**config.mk**
```make
export PLATFORM = sky130hd
export DESIGN_NAME = frc_host
export DESIGN_NICKNAME = d
export VERILOG_FILES = /design/src/hw/frc_pkg.sv /design/src/hw/frc_host.sv
export SDC_FILE = /design/constraint.sdc
export NUM_CORES = 1
export LEC_CHECK = 0
export ABC_AREA = 1
export BUFFER_PORTS_ARGS = -buffer_cell sky130_fd_sc_hd__buf_2
export CAP_MARGIN = 10
export CORE_MARGIN = 5
export CORE_UTILIZATION = 51
export DETAILED_ROUTE_END_ITERATION = 12
export GPL_TIMING_DRIVEN = 0
export PLACE_DENSITY_LB_ADDON = 0.3
export RECOVER_POWER = 100
export SLEW_MARGIN = 25
export SYNTH_ARGS = -nofsm -noshare
export SYNTH_HDL_FRONTEND = slang
export SYNTH_SLANG_ARGS = --single-unit
export TNS_END_PERCENT = 5
```
**constraint.sdc**
```tcl
create_clock -name clock -period 6.05 [get_ports clock]
set_clock_uncertainty 0.05 [all_clocks]
set_input_delay 1.815 -clock clock [delete_from_list [all_inputs] [get_ports clock]]
set_output_delay 1.815 -clock clock [all_outputs]
set_load 0.02 [all_outputs]
```
**src/hw/frc_pkg.sv**
```systemverilog
// Package for the flash reset, width and sector-protect host controller
package frc_pkg;
  // ----------------------------------------------------------------------
  // Timing (clock 250 MHz)
  // ----------------------------------------------------------------------
  localparam int CLK_MHZ          = 250;
  localparam int RST_PULSE_NS     = 500;   // Reset low time in read mode
  localparam int RST_BUSY_US      = 20;    // Longest internal reset after program/erase
  localparam int RST_RECOVER_NS   = 50;    // Wait after reset release before read
  localparam int PROT_PULSE_US    = 100;   // Protect strobe width
  localparam int UNPROT_PULSE_MS  = 10;    // Unprotect strobe width
  localparam int ACCESS_NS        = 120;   // Read access allowance
  localparam int SETUP_NS         = 50;    // Setup/hold around strobes
  localparam int RST_PULSE_CYC    = (RST_PULSE_NS * CLK_MHZ + 999) / 1000;
  localparam int RST_BUSY_CYC     = RST_BUSY_US * CLK_MHZ;
  localparam int RST_RECOVER_CYC  = (RST_RECOVER_NS * CLK_MHZ + 999) / 1000;
  localparam int PROT_PULSE_CYC   = PROT_PULSE_US * CLK_MHZ;
  localparam int UNPROT_PULSE_CYC = UNPROT_PULSE_MS * 1000 * CLK_MHZ;
  localparam int ACCESS_CYC       = (ACCESS_NS * CLK_MHZ + 999) / 1000;
  localparam int SETUP_CYC        = (SETUP_NS * CLK_MHZ + 999) / 1000;
  localparam int CNT_W            = 24;

  // ----------------------------------------------------------------------
  // Register map (word addresses are byte offsets / 4)
  // ----------------------------------------------------------------------
  localparam logic [3:0] REG_CTRL   = 4'h0; // W: command start
  localparam logic [3:0] REG_ADDR   = 4'h1; // RW: address for access
  localparam logic [3:0] REG_WDATA  = 4'h2; // RW: write data
  localparam logic [3:0] REG_STATUS = 4'h3; // R: busy, done, pins
  localparam logic [3:0] REG_RDATA  = 4'h4; // R: read data
  localparam logic [3:0] REG_CFG    = 4'h5; // RW: word mode, power down
  localparam int CTRL_START   = 4;          // Bit that starts a command
  localparam int CFG_WORD     = 0;
  localparam int CFG_PDOWN    = 1;
  localparam int CFG_TEMP_UNP = 2;
  localparam int ST_BUSY      = 0;
  localparam int ST_DONE      = 1;
  localparam int ST_RDY       = 2;
  localparam int ST_PROT      = 3;
  localparam logic [31:0] UNMAPPED_DATA = 32'h0000_0000;

  // Addressed bits that select protect modes, and the lowest sector address bit
  localparam int A0_BIT = 0;
  localparam int A1_BIT = 1;
  localparam int A6_BIT = 6;
  localparam int SEC_LO = 12;

  // ----------------------------------------------------------------------
  // Commands
  // ----------------------------------------------------------------------
  typedef enum logic [3:0] {
    FRC_CMD_READ, FRC_CMD_WRITE, FRC_CMD_RESET, FRC_CMD_RESET_LONG,
    FRC_CMD_PROTECT, FRC_CMD_PROT_VERIFY, FRC_CMD_UNPROTECT, FRC_CMD_UNPROT_VERIFY
  } frc_cmd_t;

  // Flash pin bundle
  typedef struct packed {
    logic        chip_sel_n;
    logic        out_en_n;
    logic        write_n;
    logic        reset_n;
    logic        word_mode;
    logic        addr9_elevated;
    logic        out_en_elevated;
    logic        reset_elevated;
    logic [17:0] addr;
  } frc_pins_t;
endpackage : frc_pkg
```
**src/hw/frc_host.sv**
```systemverilog
// Host controller that drives the flash through its pins
`timescale 1ns/100ps
module frc_host #(
  parameter int RST_BUSY_CYC     = frc_pkg::RST_BUSY_CYC,
  parameter int PROT_PULSE_CYC   = frc_pkg::PROT_PULSE_CYC,
  parameter int UNPROT_PULSE_CYC = frc_pkg::UNPROT_PULSE_CYC
) (
  input  wire logic              clock,           // 250 MHz clock
  input  wire logic              reset,           // Async reset, active high
  input  wire logic [3:0]        avs_address,     // Word address
  input  wire logic              avs_read,        // Read request
  input  wire logic              avs_write,       // Write request
  input  wire logic [31:0]       avs_writedata,   // Write data
  output logic      [31:0]       avs_readdata,    // Read data
  output logic                   avs_waitrequest, // Stall
  output frc_pkg::frc_pins_t     flash_pins,      // Flash control/address pins
  output logic      [15:0]       dq_out,          // Data to flash
  output logic      [15:0]       dq_oe,           // Data drive enables
  input  wire logic [15:0]       dq_in,           // Data from flash
  input  wire logic              ready_busy_n     // Open-drain ready
);
  // ----------------------------------------------------------------------
  // Pin synchronisers
  // ----------------------------------------------------------------------
  logic [16:0] sync1_reg, sync2_reg;
  always_ff @(posedge clock or posedge reset) begin
    if (reset) begin
      sync1_reg <= 17'h1FFFF;
      sync2_reg <= 17'h1FFFF;
    end else begin
      sync1_reg <= {ready_busy_n, dq_in};
      sync2_reg <= sync1_reg;
    end
  end
  logic        rdy_s;
  logic [15:0] dq_s;
  assign rdy_s = sync2_reg[16];
  assign dq_s  = sync2_reg[15:0];

  // ----------------------------------------------------------------------
  // Sequencer
  // ----------------------------------------------------------------------
  typedef enum logic [3:0] {
    FRC_IDLE, FRC_SETUP, FRC_PULSE, FRC_HOLD, FRC_SAMPLE, FRC_RST_LOW,
    FRC_RST_WAIT, FRC_RECOVER, FRC_PDOWN
  } frc_state_t;

  frc_state_t          state_reg, state_next;
  logic [frc_pkg::CNT_W-1:0] cnt_reg, cnt_next;
  frc_pkg::frc_cmd_t   cmd_reg, cmd_next;
  logic [17:0]         addr_reg, addr_next;
  logic [15:0]         wdata_reg, wdata_next;
  logic [15:0]         rdata_reg, rdata_next;
  logic [2:0]          cfg_reg, cfg_next;
  logic                done_reg, done_next;
  logic                prot_reg, prot_next;
  frc_pkg::frc_pins_t  pins_reg, pins_next;
  logic                drive_reg, drive_next;
  logic [31:0]         rd_reg, rd_next;
  logic                ack_reg, ack_next;

  logic busy;
  logic acc;
  assign busy = (state_reg != FRC_IDLE) && (state_reg != FRC_PDOWN);
  assign acc  = (avs_read | avs_write) & ~ack_reg;

  // Pin levels for the protect modes
  function automatic frc_pkg::frc_pins_t mode_pins(input frc_pkg::frc_cmd_t c,
                                                   input logic [17:0] a,
                                                   input logic [2:0] cfg);
    frc_pkg::frc_pins_t p;
    p = '0;
    p.chip_sel_n     = 1'b0;
    p.out_en_n       = 1'b1;
    p.write_n        = 1'b1;
    p.reset_n        = 1'b1;
    p.word_mode      = cfg[frc_pkg::CFG_WORD];
    p.reset_elevated = cfg[frc_pkg::CFG_TEMP_UNP];
    p.addr           = a;
    case (c)
      frc_pkg::FRC_CMD_PROTECT, frc_pkg::FRC_CMD_UNPROTECT: begin
        p.addr9_elevated  = 1'b1;
        p.out_en_elevated = 1'b1;
        p.addr[frc_pkg::A0_BIT] = 1'b0;
        p.addr[frc_pkg::A1_BIT] = 1'b1;
        p.addr[frc_pkg::A6_BIT] = (c == frc_pkg::FRC_CMD_UNPROTECT);
      end
      frc_pkg::FRC_CMD_PROT_VERIFY, frc_pkg::FRC_CMD_UNPROT_VERIFY: begin
        p.addr9_elevated = 1'b1;
        p.addr[frc_pkg::A0_BIT] = 1'b0;
        p.addr[frc_pkg::A1_BIT] = 1'b1;
        p.addr[frc_pkg::A6_BIT] = (c == frc_pkg::FRC_CMD_UNPROT_VERIFY);
      end
      default: begin
      end
    endcase
    return p;
  endfunction

  // Next state of sequencer and register file
  always_comb begin
    state_next = state_reg;
    cnt_next   = cnt_reg;
    cmd_next   = cmd_reg;
    addr_next  = addr_reg;
    wdata_next = wdata_reg;
    rdata_next = rdata_reg;
    cfg_next   = cfg_reg;
    done_next  = done_reg;
    prot_next  = prot_reg;
    pins_next  = pins_reg;
    drive_next = drive_reg;
    rd_next    = rd_reg;
    ack_next   = acc;
    // Writes land at the edge that sees waitrequest low; reads load a cycle early
    if (avs_write && ack_reg) begin
      case (avs_address)
        frc_pkg::REG_CTRL: begin
          // Refused in power-down as well, which would skip the recovery wait
          if (avs_writedata[frc_pkg::CTRL_START] && state_reg == FRC_IDLE) begin
            cmd_next   = frc_pkg::frc_cmd_t'(avs_writedata[3:0]);
            done_next  = 1'b0;
            cnt_next   = '0;
            state_next = FRC_SETUP;
          end
        end
        frc_pkg::REG_ADDR:  addr_next  = avs_writedata[17:0];
        frc_pkg::REG_WDATA: wdata_next = avs_writedata[15:0];
        frc_pkg::REG_CFG:   cfg_next   = avs_writedata[2:0];
        default: begin
        end
      endcase
    end
    if (acc && avs_read) begin
      case (avs_address)
        frc_pkg::REG_ADDR:   rd_next = {14'h0000, addr_reg};
        frc_pkg::REG_WDATA:  rd_next = {16'h0000, wdata_reg};
        frc_pkg::REG_STATUS: rd_next = {28'h0000000, prot_reg, rdy_s, done_reg, busy};
        frc_pkg::REG_RDATA:  rd_next = {16'h0000, rdata_reg};
        frc_pkg::REG_CFG:    rd_next = {29'h00000000, cfg_reg};
        default:             rd_next = frc_pkg::UNMAPPED_DATA;
      endcase
    end
    // Pin sequencing
    case (state_reg)
      FRC_IDLE: begin
        pins_next  = mode_pins(frc_pkg::FRC_CMD_READ, addr_reg, cfg_reg);
        pins_next.chip_sel_n = 1'b1;
        drive_next = 1'b0;
        if (cfg_reg[frc_pkg::CFG_PDOWN]) begin
          state_next = FRC_PDOWN;
        end
      end
      FRC_PDOWN: begin
        pins_next.reset_n = 1'b0;
        drive_next = 1'b0;
        if (!cfg_reg[frc_pkg::CFG_PDOWN]) begin
          cnt_next   = '0;
          state_next = FRC_RST_WAIT;
        end
      end
      FRC_SETUP: begin
        cnt_next = cnt_reg + 1'b1;
        if (cmd_reg == frc_pkg::FRC_CMD_RESET || cmd_reg == frc_pkg::FRC_CMD_RESET_LONG) begin
          pins_next.reset_n    = 1'b0;
          pins_next.chip_sel_n = 1'b1;
          drive_next = 1'b0;
          cnt_next   = '0;
          state_next = FRC_RST_LOW;
        end else begin
          pins_next  = mode_pins(cmd_reg, addr_reg, cfg_reg);
          // Mode pins keep their forced address bits in byte mode too
          drive_next = (cmd_reg == frc_pkg::FRC_CMD_WRITE);
          if (cnt_reg >= frc_pkg::CNT_W'(frc_pkg::SETUP_CYC)) begin
            cnt_next   = '0;
            state_next = FRC_PULSE;
          end
        end
      end
      FRC_PULSE: begin
        cnt_next = cnt_reg + 1'b1;
        case (cmd_reg)
          frc_pkg::FRC_CMD_WRITE: begin
            pins_next.write_n = 1'b0;                        // width >> 5ns
            if (cnt_reg >= frc_pkg::CNT_W'(frc_pkg::SETUP_CYC)) begin
              cnt_next = '0;
              state_next = FRC_HOLD;
            end
          end
          frc_pkg::FRC_CMD_PROTECT: begin
            pins_next.write_n = 1'b0;
            if (cnt_reg >= frc_pkg::CNT_W'(PROT_PULSE_CYC - 1)) begin
              cnt_next = '0;
              state_next = FRC_HOLD;
            end
          end
          frc_pkg::FRC_CMD_UNPROTECT: begin
            pins_next.write_n = 1'b0;
            if (cnt_reg >= frc_pkg::CNT_W'(UNPROT_PULSE_CYC - 1)) begin
              cnt_next = '0;
              state_next = FRC_HOLD;
            end
          end
          default: begin
            pins_next.out_en_n = 1'b0;                       // Read or verify
            if (cnt_reg >= frc_pkg::CNT_W'(frc_pkg::ACCESS_CYC + 2)) begin
              state_next = FRC_SAMPLE;
            end
          end
        endcase
      end
      FRC_SAMPLE: begin
        // Word mode: all 16 lines; byte mode: low 8 only
        rdata_next = cfg_reg[frc_pkg::CFG_WORD] ? dq_s : {8'h00, dq_s[7:0]};
        prot_next  = dq_s[0];
        pins_next.out_en_n = 1'b1;
        cnt_next   = '0;
        state_next = FRC_HOLD;
      end
      FRC_HOLD: begin
        pins_next.write_n = 1'b1;
        pins_next.out_en_n = 1'b1;
        cnt_next = cnt_reg + 1'b1;
        if (cnt_reg >= frc_pkg::CNT_W'(frc_pkg::SETUP_CYC)) begin
          pins_next  = mode_pins(frc_pkg::FRC_CMD_READ, addr_reg, cfg_reg);
          pins_next.chip_sel_n = 1'b1;
          drive_next = 1'b0;
          done_next  = 1'b1;
          state_next = FRC_IDLE;
        end
      end
      FRC_RST_LOW: begin
        cnt_next = cnt_reg + 1'b1;
        if (cnt_reg >= frc_pkg::CNT_W'(frc_pkg::RST_PULSE_CYC - 1)) begin
          pins_next.reset_n = 1'b1;
          cnt_next   = '0;
          state_next = FRC_RST_WAIT;
        end
      end
      FRC_RST_WAIT: begin
        pins_next.reset_n = 1'b1;
        cnt_next = cnt_reg + 1'b1;
        // After a cut program/erase, wait for ready, or RST_BUSY_CYC cycles at most, before any rewrite
        if (cmd_reg != frc_pkg::FRC_CMD_RESET_LONG ||
            (rdy_s && cnt_reg > frc_pkg::CNT_W'(2)) ||
            cnt_reg >= frc_pkg::CNT_W'(RST_BUSY_CYC - 1)) begin
          cnt_next   = '0;
          state_next = FRC_RECOVER;
        end
      end
      FRC_RECOVER: begin
        cnt_next = cnt_reg + 1'b1;
        if (cnt_reg >= frc_pkg::CNT_W'(frc_pkg::RST_RECOVER_CYC - 1)) begin
          done_next  = 1'b1;
          state_next = FRC_IDLE;
        end
      end
      default: state_next = FRC_IDLE;
    endcase
  end

  // Registers
  always_ff @(posedge clock or posedge reset) begin
    if (reset) begin
      state_reg <= FRC_IDLE;
      cnt_reg   <= '0;
      cmd_reg   <= frc_pkg::FRC_CMD_READ;
      addr_reg  <= 18'h00000;
      wdata_reg <= 16'h0000;
      rdata_reg <= 16'h0000;
      cfg_reg   <= 3'h1;
      done_reg  <= 1'b0;
      prot_reg  <= 1'b0;
      pins_reg  <= '{chip_sel_n: 1'b1, out_en_n: 1'b1, write_n: 1'b1, reset_n: 1'b1,
                     word_mode: 1'b1, default: '0};
      drive_reg <= 1'b0;
      rd_reg    <= 32'h0000_0000;
      ack_reg   <= 1'b0;
    end else begin
      state_reg <= state_next;
      cnt_reg   <= cnt_next;
      cmd_reg   <= cmd_next;
      addr_reg  <= addr_next;
      wdata_reg <= wdata_next;
      rdata_reg <= rdata_next;
      cfg_reg   <= cfg_next;
      done_reg  <= done_next;
      prot_reg  <= prot_next;
      pins_reg  <= pins_next;
      drive_reg <= drive_next;
      rd_reg    <= rd_next;
      ack_reg   <= ack_next;
    end
  end

  // ----------------------------------------------------------------------
  // Outputs
  // ----------------------------------------------------------------------
  assign flash_pins      = pins_reg;
  assign dq_out          = wdata_reg;
  assign dq_oe           = drive_reg ? (cfg_reg[frc_pkg::CFG_WORD] ? 16'hFFFF : 16'h00FF)
                                     : 16'h0000;
  assign avs_readdata    = rd_reg;
  assign avs_waitrequest = (avs_read | avs_write) & ~ack_reg;
endmodule : frc_host

```
==> results of run 1 <==
power groups by stage:
stage                     sequential [mW]  combinational (mW)  clock, mW
after floorplan                      1.37               0.133          0
after global placement               1.32               0.322          0
after detailed placement             1.32               0.336          0
after CTS                            1.31               0.337       1.08
after global routing                 1.32               0.348       1.13
final                                1.31               0.312       1.06
worst max-delay path: stages:
cell	delay, ps
buf_2	100
nor2_1	50
nor2_1	160
clkbuf_1	260
synthesized netlist by cell type (7+ instances only):
cell type and n:
nand2_1 320, dfrtp_1 126, inv_1 104, o21ai_0 93, nor2_1 70, nand3_1 55
dfstp_2 40, buf_4 29, clkbuf_1 16, nand2_2 15, a21oi_1 14, nand4_1 14
xor2_1 13, nor3_1 12, buf_2 10, mux2_2 10, nor2_2 9, o21ai_1 8
buf_6 7
placed cells by master (no fill, tap or decap), drive strengths merged:
cell type / instances
mux2: 10
o22ai: 1
xnor2: 2
clkinv: 8
o21a: 1
dfrtp: 126
o21ai: 101
xor2: 13
clkinvlp: 2
a32o: 1
ha: 4
nand3: 57
a21oi: 14
buf: 85
inv: 110
nor3b: 2
nor3: 16
nand4: 14
conb: 14
dfstp: 40
clkbuf: 121
nand3b: 2
nand2: 337
o211ai: 6
nor4: 2
nor2: 85
o21bai: 3
how the worst max path moves through the flow:
stage,start,to
after floorplan,avs_write,avs_waitrequest
after global placement,reset,addr_reg[16]$_DFFE_PP0P_
after detailed placement,avs_write,avs_waitrequest
after CTS,avs_write,avs_waitrequest
after global routing,avs_read,avs_waitrequest
final,avs_read,avs_waitrequest
cell families after synthesis:
kind of cell | share of synthesized area (%)
flip-flops | 50.9
AO/OA/AOI/OAI | 8.12
XOR/XNOR | 1.59
AND/OR/NAND/NOR | 27.3
adder cells (fa/ha/maj) | 0.606
buffers and inverters | 10.0
other | 0.0454
multiplexers | 1.36
per-layer routing:
layer	up-vias	GRT usage [%]
met5	-	0
met4	2	6.26
met3	21	5.48
met2	249	34.4
met1	3313	34.7
li1	3463	-
layout make-up:
| class | count | area, um^2 |
|---|---|---|
| Tap cell | 216 | 270 |
| Timing Repair Buffer | 124 | 577 |
| Clock inverter | 14 | 159 |
| Sequential cell | 166 | 4200 |
| Clock buffer | 18 | 429 |
| Buffer | 64 | 417 |
| Fill cell | 1452 | 6220 |
| Multi-Input combinational cell | 685 | 3210 |
| Inverter | 106 | 399 |
per-stage QoR:
step | total power, mW | hold WS, ps | setup slack (ps)
2_1_floorplan | 1.51 | 295 | 1990
3_3_place_gp | 1.64 | 295 | 1100
3_5_place_dp | 1.66 | 297 | 1850
4_1_cts | 2.72 | 307 | 1850
5_1_grt | 2.80 | 309 | 1780
6_report | 2.68 | 306 | 1810
==> impl_metrics.py, run 1 <==
metrics = {
    "status": {
        "status": "finished, violations left",
        "violations": "capacitance limit, slew limit",
    },
    "clock_network": {
        "cts_tree": "done",
        "cts_sinks": 166,
        "cts_hold_buf": 0,
        "clkLatencyLatePin_ps": 430,
        "clock_path_buffers": 2,
        "cts_root_buf": "clkbuf_16",
        "post_cts_buffers": 0,
        "cts_max_level": 4,
        "clkSlewWorstSetupHoldPaths_ps": 70,
        "numCtsBuffers": 17,
        "cts_resized": 0,
    },
    "synth": {
        "netlist_instances": 1008,
        "synth_seq_area_share_pct": 50.9,
        "synth_flop_cell": "dfrtp_1",
        "synth_area_leaders": "dfrtp_1 (38%), nand2_1 (15%), dfstp_2 (13%)",
        "synthArstFlopShare_pct": 100,
        "synth_edf_count": 0,
        "ys_ff_latch": 166,
        "synth_area_um2": 8260,
        "yosysTopAreaCellShare_pct": 38.2,
        "yosysUniqueCellTypes": 43,
        "synth_top_area_cell": "dfrtp_1",
        "synth.avg_cell_area_um2": 8.19,
        "ys_warn_count": 0,
    },
    "floorplanning": {
        "rows": 46,
        "die-area_um2": 18800,
        "initial_core_util_pct": 52.0,
        "die_h_um": 137,
        "die_w_um": 137,
        "coreArea_um2": 15900,
        "ios": 148,
    },
    "final_layout": {
        "synthToLayoutAreaGrowth_pct": 17.0,
        "largest_reg_flops": 26,
        "design_area_um2": 9660,
        "num-nets-final": 1225,
        "insertedDiodeCount": 0,
        "fin_util_pct": 60.8,
        "fin_cells": 1393,
        "drive_above_1_share_pct": 17.5,
    },
    "flow_run": {
        "maxCapViolations": 2,
    },
    "global_routing": {
        "grt_pass1_vias": 6534,
        "grt_max_degree": 37,
        "antenna_found_initial": 1,
        "grt_first_pass_wirelength_um": 34100,
        "grt.total_usage_pct": 23.3,
        "grt_overflow": 0,
    },
    "detailed_routing": {
        "drt_iter0_drc": 531,
        "wl_met3_um": 1640,
        "routed_via_density": 5.06,
        "drtPass1Iterations": 7,
        "drtAntennaViolNets": 0,
        "drc": 0,
        "wl_met1_um": 9980,
        "wl_met2_um": 9570,
        "wl_um": 21400,
        "routed.top_layer": "met5",
        "vias": 7048,
        "wl_per_cell_um": 15.4,
    },
    "setup_path": {
        "r2r-start": "state_reg[1]$_DFF_PP0_",
        "crit_path_start_kind": "input pin",
        "reg2reg_depth": 11,
        "r2r_slack_ps": 3380,
        "endpoint_kind": "output port",
        "r2r-end": "cnt_reg[19]$_DFF_PP0_",
        "worstSetupPathType": "input pin to output port",
        "required_ps": 4180,
        "path_max_fanout": 3,
        "critPathArrivalTime_ps": 2380,
    },
    "timing": {
        "clock.fmax_mhz": 236,
        "hold_viol": 0,
        "finalCritPeriodShare_pct": 70.1,
        "period_needed_ps": 4240,
        "finalSetupViolCount": 0,
        "rsz0062_at_grt": "no",
        "finalSetupTns_ps": 0,
        "worst-slew-pin-transition_ps": 1710,
        "slew_headroom_pct": -14.0,
        "drv_slew": 59,
    },
    "place": {
        "place.gp.congestion": 0.922,
        "place_area_um2": 9280,
        "io_buffer_count": 119,
        "placed_cells_incl_taps": 1361,
        "hpwl_um": 16500,
    },
    "power": {
        "p_int_mw": 1.88,
        "power_frac_clock_pct": 39.6,
        "sw_frac_of_total_pct": 30.1,
        "p_leak_nw": 4.97,
        "irDropWorstVdd_uv": 217,
        "seq_power_share_pct": 48.8,
        "power_switching_uw": 809,
        "p_comb_share_pct": 11.6,
        "power.density_nw_per_um2": 278,
    },
    "worst_hold_path": {
        "min_from": "sync1_reg[0]$_DFF_PP1_",
        "hold_end": "sync2_reg[0]$_DFF_PP1_",
        "min_path_type": "flip-flop to flip-flop",
        "whs_path_depth": 0,
    },
}
Note: power is estimated with default switching activity, not from simulation.
==> inputs of run 2 (changes only) <==
==> constraint.sdc (replaced) <==
create_clock -name clock -period 3.8 [get_ports clock]
set_clock_uncertainty 0.05 [all_clocks]
set_input_delay 1.14 -clock clock [delete_from_list [all_inputs] [get_ports clock]]
set_output_delay 1.14 -clock clock [all_outputs]
set_load 0.02 [all_outputs]
==> run 2 against run 1 <==
Compared with the run above: the run still ends with capacitance limit, slew limit left; via count down 0.30%; sequential power up 60%; die area unchanged; setup slack worse by 1400 ps; clock power up 59%; critical endpoint is now dq_oe[10]; critical path depth up 1; final area down 0.25%; final cell count unchanged.
==> impl_metrics.py, run 2 (synthesis gave the netlist of run 1 again) <==
metrics = {
    "status": {
        "status": "finished, violations left",
        "violations": "capacitance limit, slew limit",
    },
    "floorplanning": {
        "initial_core_util_pct": 52.0,
        "die-area_um2": 18800,
        "ios": 148,
        "die_w_um": 137,
        "rows": 46,
        "coreArea_um2": 15900,
        "die_h_um": 137,
    },
    "worst_hold_path": {
        "min_path_type": "flip-flop to flip-flop",
    },
    "final_layout": {
        "drive_above_1_share_pct": 17.5,
        "num-nets-final": 1225,
        "n_fill_cell": 1455,
        "insertedDiodeCount": 0,
        "final_cell_mix": "nand2_1 (321), dfrtp_1 (126), inv_1 (104), o21ai_0 (100), clkbuf_1 (94)",
        "largest_reg_flops": 26,
        "fin_util_pct": 60.7,
        "fin_cells": 1393,
        "layout_commonest_cell": "nand2_1",
        "synthToLayoutAreaGrowth_pct": 16.7,
    },
    "detailed_routing": {
        "drc": 0,
        "routed_via_density": 5.04,
        "drtPass1Iterations": 7,
        "drtAntennaViolNets": 0,
        "wl_um": 21400,
        "wl_per_cell_um": 15.4,
        "drt_iter0_drc": 508,
        "vias": 7027,
    },
    "timing": {
        "drv_slew": 59,
        "slew_headroom_pct": -13.3,
        "worst-slew-pin-transition_ps": 1700,
        "rsz0062_at_grt": "no",
        "period_needed_ps": 3420,
        "hold_ws_ps": 306,
        "finalCritPeriodShare_pct": 89.9,
        "hold_viol": 0,
        "finalSetupViolCount": 0,
        "clock.fmax_mhz": 293,
        "finalSetupTns_ps": 0,
    },
    "setup_path": {
        "crit_path_start_kind": "flip-flop",
        "required_ps": 2610,
        "endpoint_kind": "output port",
        "path_max_fanout": 10,
        "r2r_slack_ps": 870,
        "critPathArrivalTime_ps": 2230,
        "worstSetupPathType": "flip-flop to output port",
    },
    "clock_network": {
        "numCtsBuffers": 17,
        "clkSlewWorstSetupHoldPaths_ps": 70,
        "clock_path_buffers": 2,
        "clkLatencyLatePin_ps": 430,
        "cts_root_buf": "clkbuf_16",
        "cts_max_level": 4,
        "cts_hold_buf": 0,
        "cts_resized": 0,
        "post_cts_buffers": 0,
        "cts_sinks": 166,
        "cts_tree": "done",
    },
    "power": {
        "power.density_nw_per_um2": 444,
        "irDropWorstVdd_uv": 347,
        "p_leak_nw": 4.97,
        "finalPower_mw": 4.28,
    },
    "place": {
        "hpwl_um": 16500,
        "placed_cells_incl_taps": 1361,
        "io_buffer_count": 119,
        "place.gp.congestion": 0.922,
    },
    "global_routing": {
        "grt.total_usage_pct": 23.3,
        "grt_first_pass_wirelength_um": 34100,
        "antenna_found_initial": 1,
        "grt_pass1_vias": 6534,
        "grt_max_degree": 37,
        "grt_overflow": 0,
    },
    "flow_run": {
        "maxCapViolations": 2,
    },
}
-- run 2: power breakdown --
| part | internal [mW] | switching (mW) |
|---|---|---|
| Combinational | 0.152 | 0.346 |
| Sequential | 1.95 | 0.132 |
| Clock | 0.881 | 0.812 |
-- run 2: area by class of cell --
class                   instances  area [um^2]  area share (%)
well taps                     216          270            2.80
clock inverters                14          159            1.65
inverters                     106          399            4.14
plain buffers                  64          395            4.10
clock buffers                  18          429            4.45
multi-input cells             685         3200            33.2
repair buffers                124          578            6.00
flip-flops and latches        166         4200            43.6
-- run 2: worst paths after layout --
check                                             from                endpoint  depth (start not counted)
worst max-delay path            cfg_reg[0]$_DFFE_PP1P_               dq_oe[10]                          5
worst min-delay path            sync1_reg[0]$_DFF_PP1_  sync2_reg[0]$_DFF_PP1_                          0
worst max register to register   cnt_reg[19]$_DFF_PP0_    cnt_reg[0]$_DFF_PP0_                         15
worst min register to register  sync1_reg[0]$_DFF_PP1_  sync2_reg[0]$_DFF_PP1_                          0
max in group asynchronous                        reset   dq_out[8]$_DFFE_PP0P_                          3
min in group asynchronous                        reset   cnt_reg[11]$_DFF_PP0_                          2
-- run 2: worst max-delay path, stage by stage (launching register included) --
cell,delay [ps]
dfstp_1,590
clkbuf_1,520
nand2_1,110
inv_1,210
buf_4,150
clkbuf_1,220
-- run 2: per-stage QoR --
stage	area (um^2)	setup slack, ps
after CTS	9860	496
after global routing	9640	261
after global placement	9180	-471
after floorplan	8310	530
after detailed placement	9280	926
final	9640	384
-- run 2: per-layer routing --
metal  vias to the layer above  global-route usage, %  routed length (um)
met4                         2                   6.26                 237
met2                       251                   34.4                9580
met3                        20                   5.48                1630
met5                         -                      0                  13
li1                       3459                      -                   -
met1                      3295                   34.7                9950
==> inputs of run 3 (changes only) <==
--- a/config.mk
+++ b/config.mk
@@ -12,7 +12,7 @@
 export CORE_UTILIZATION = 51
 export DETAILED_ROUTE_END_ITERATION = 12
 export GPL_TIMING_DRIVEN = 0
-export PLACE_DENSITY_LB_ADDON = 0.3
+export PLACE_DENSITY_LB_ADDON = 0.05
 export RECOVER_POWER = 100
 export SLEW_MARGIN = 25
 export SYNTH_ARGS = -nofsm -noshare
==> constraint.sdc (replaced) <==
create_clock -name clock -period 3.14 [get_ports clock]
set_clock_uncertainty 0.05 [all_clocks]
set_input_delay 0.942 -clock clock [delete_from_list [all_inputs] [get_ports clock]]
set_output_delay 0.942 -clock clock [all_outputs]
set_load 0.02 [all_outputs]
==> run 3 against run 2 <==
Compared with the run above: the run still ends with capacitance limit, slew limit left; setup slack hardly changed; wire length is 0.67% higher; die area stayed put; combinational power is 19% higher; first-iteration DRC count is 8.3% lower; register-to-register slack worse by 170 ps; largest cell class unchanged; largest power group unchanged.
==> impl_metrics.py, run 3 (synthesis gave the netlist of run 1 again) <==
metrics = {
    "setup_path": {
        "worstSetupPathType": "flip-flop to output port",
        "critPathArrivalTime_ps": 1760,
        "path_cells": "nand2_1 > inv_1 > buf_4 > clkbuf_1",
        "path_max_fanout": 12,
        "required_ps": 2150,
        "crit_path_start_kind": "flip-flop",
        "slowest_delay_ps": 720,
        "endpoint_kind": "output port",
        "crit_slowest_cell": "dfstp_2",
    },
    "detailed_routing": {
        "wl_per_cell_um": 15.5,
        "drc": 0,
        "drt_iter0_drc": 466,
        "drtAntennaViolNets": 0,
        "routed_via_density": 4.93,
        "vias": 6870,
        "drtPass1Iterations": 5,
        "wl_um": 21600,
    },
    "timing": {
        "clock.fmax_mhz": 363,
        "worst-slew-pin-transition_ps": 1520,
        "finalCritPeriodShare_pct": 87.8,
        "slew_headroom_pct": -1.02,
        "finalSetupViolCount": 0,
        "drv_slew": 28,
        "finalWorstSetupSlack_ps": 385,
        "rsz0062_at_grt": "no",
        "period_needed_ps": 2760,
        "hold_viol": 0,
    },
    "final_layout": {
        "fin_cells": 1393,
        "largest_reg_flops": 26,
        "layout_commonest_cell": "nand2_1",
        "final_cell_mix": "nand2_1 (330), dfrtp_1 (126), inv_1 (104), o21ai_0 (100), clkbuf_1 (87)",
        "synthToLayoutAreaGrowth_pct": 17.4,
        "insertedDiodeCount": 0,
        "drive_above_1_share_pct": 17.6,
        "num-nets-final": 1225,
    },
    "global_routing": {
        "grt_pass1_vias": 6571,
        "grt_max_degree": 32,
        "grt_first_pass_wirelength_um": 34300,
        "grt.total_usage_pct": 23.6,
        "grt_overflow": 0,
        "antenna_found_initial": 0,
    },
    "status": {
        "violations": "capacitance limit, slew limit",
        "status": "finished, violations left",
    },
    "floorplanning": {
        "ios": 148,
        "coreArea_um2": 15900,
        "die-area_um2": 18800,
        "initial_core_util_pct": 52.0,
        "rows": 46,
        "die_h_um": 137,
        "die_w_um": 137,
    },
    "clock_network": {
        "cts_root_buf": "clkbuf_16",
        "clkSlewWorstSetupHoldPaths_ps": 70,
        "cts_sinks": 166,
        "cts_hold_buf": 0,
        "clock_path_buffers": 2,
        "cts_max_level": 4,
        "numCtsBuffers": 17,
        "clkLatencyLatePin_ps": 430,
        "post_cts_buffers": 0,
        "cts_tree": "done",
        "cts_resized": 0,
    },
    "place": {
        "io_buffer_count": 119,
        "placed_cells_incl_taps": 1362,
        "place.gp.congestion": 0.887,
        "hpwl_um": 17000,
        "post-place-ws_ps": 401,
    },
    "flow_run": {
        "maxCapViolations": 1,
    },
    "power": {
        "p_comb_share_pct": 11.5,
        "p_leak_nw": 5.01,
        "irDropWorstVdd_uv": 409,
        "power_frac_clock_pct": 39.5,
        "p_int_mw": 3.62,
        "power_switching_mw": 1.54,
        "power.density_nw_per_um2": 532,
        "sw_frac_of_total_pct": 29.8,
        "seq_power_share_pct": 49.0,
    },
    "worst_hold_path": {
        "min_path_type": "flip-flop to flip-flop",
    },
}
[run 3: cell types whose count changed in the layout (fill, tap and decap cells not counted), moves of 4 or more]
cell	previous run	this run
nand2_1	321	330
clkbuf_1	94	87
inv_8	3	7
nand2_2	15	6
[run 3: area by class of cell]
class	instances	area, um^2
plain buffers	63	427
clock buffers	17	425
clock inverters	15	158
fillers	1501	6190
inverters	106	399
multi-input cells	685	3200
flip-flops and latches	166	4200
well taps	216	270
repair buffers	125	612
[run 3: layer usage]
| layer | vias up | track usage (%) | share of wire, % |
|---|---|---|---|
| met5 | - | 0 | 0 |
| met4 | 0 | 7.04 | 2.1 |
| met3 | 34 | 5.15 | 6.9 |
| met2 | 224 | 34.3 | 43 |
| met1 | 3145 | 35.6 | 48 |
| li1 | 3467 | - | - |
[run 3: worst max-delay path: cells and delay by family, from the launching register on]
family | cells | cell delay, ps
flops | 1 | 720
buf+inv | 3 | 540
simple gates | 1 | 90
[run 3: through the flow]
stage	setup TNS [ps]	hold slack, ps	power (mW)	area, um^2	utilization (%)
after floorplan	0	295	2.90	8310	-
after global placement	-132880	296	3.17	9180	57.8
after detailed placement	0	297	3.20	9310	58.6
after CTS	0	304	5.24	9890	62.3
after global routing	0	303	5.40	9690	61.0
final	0	302	5.16	9690	61.0
[run 3: path summary, 6_finish.rpt]
path	from	endpoint	slack, ps	cells past startpoint
worst min-delay path	sync1_reg[0]$_DFF_PP1_	sync2_reg[0]$_DFF_PP1_	300	0
max in group asynchronous	reset	drive_reg$_DFFE_PP0P_	650	3
worst max register to register	state_reg[2]$_DFF_PP0_	cnt_reg[19]$_DFF_PP0_	700	12
min in group asynchronous	reset	cnt_reg[9]$_DFF_PP0_	570	2
worst min register to register	sync1_reg[0]$_DFF_PP1_	sync2_reg[0]$_DFF_PP1_	300	0
worst max-delay path	cfg_reg[0]$_DFFE_PP1P_	dq_oe[15]	380	4
[run 3: power by group through the flow]
stage / sequential [mW] / clock [mW] / combinational, mW
6_report: 2.53 / 2.04 / 0.592
5_1_grt: 2.56 / 2.18 / 0.659
4_1_cts: 2.51 / 2.08 / 0.655
3_5_place_dp: 2.55 / 0 / 0.653
3_3_place_gp: 2.54 / 0 / 0.623
2_1_floorplan: 2.65 / 0 / 0.256
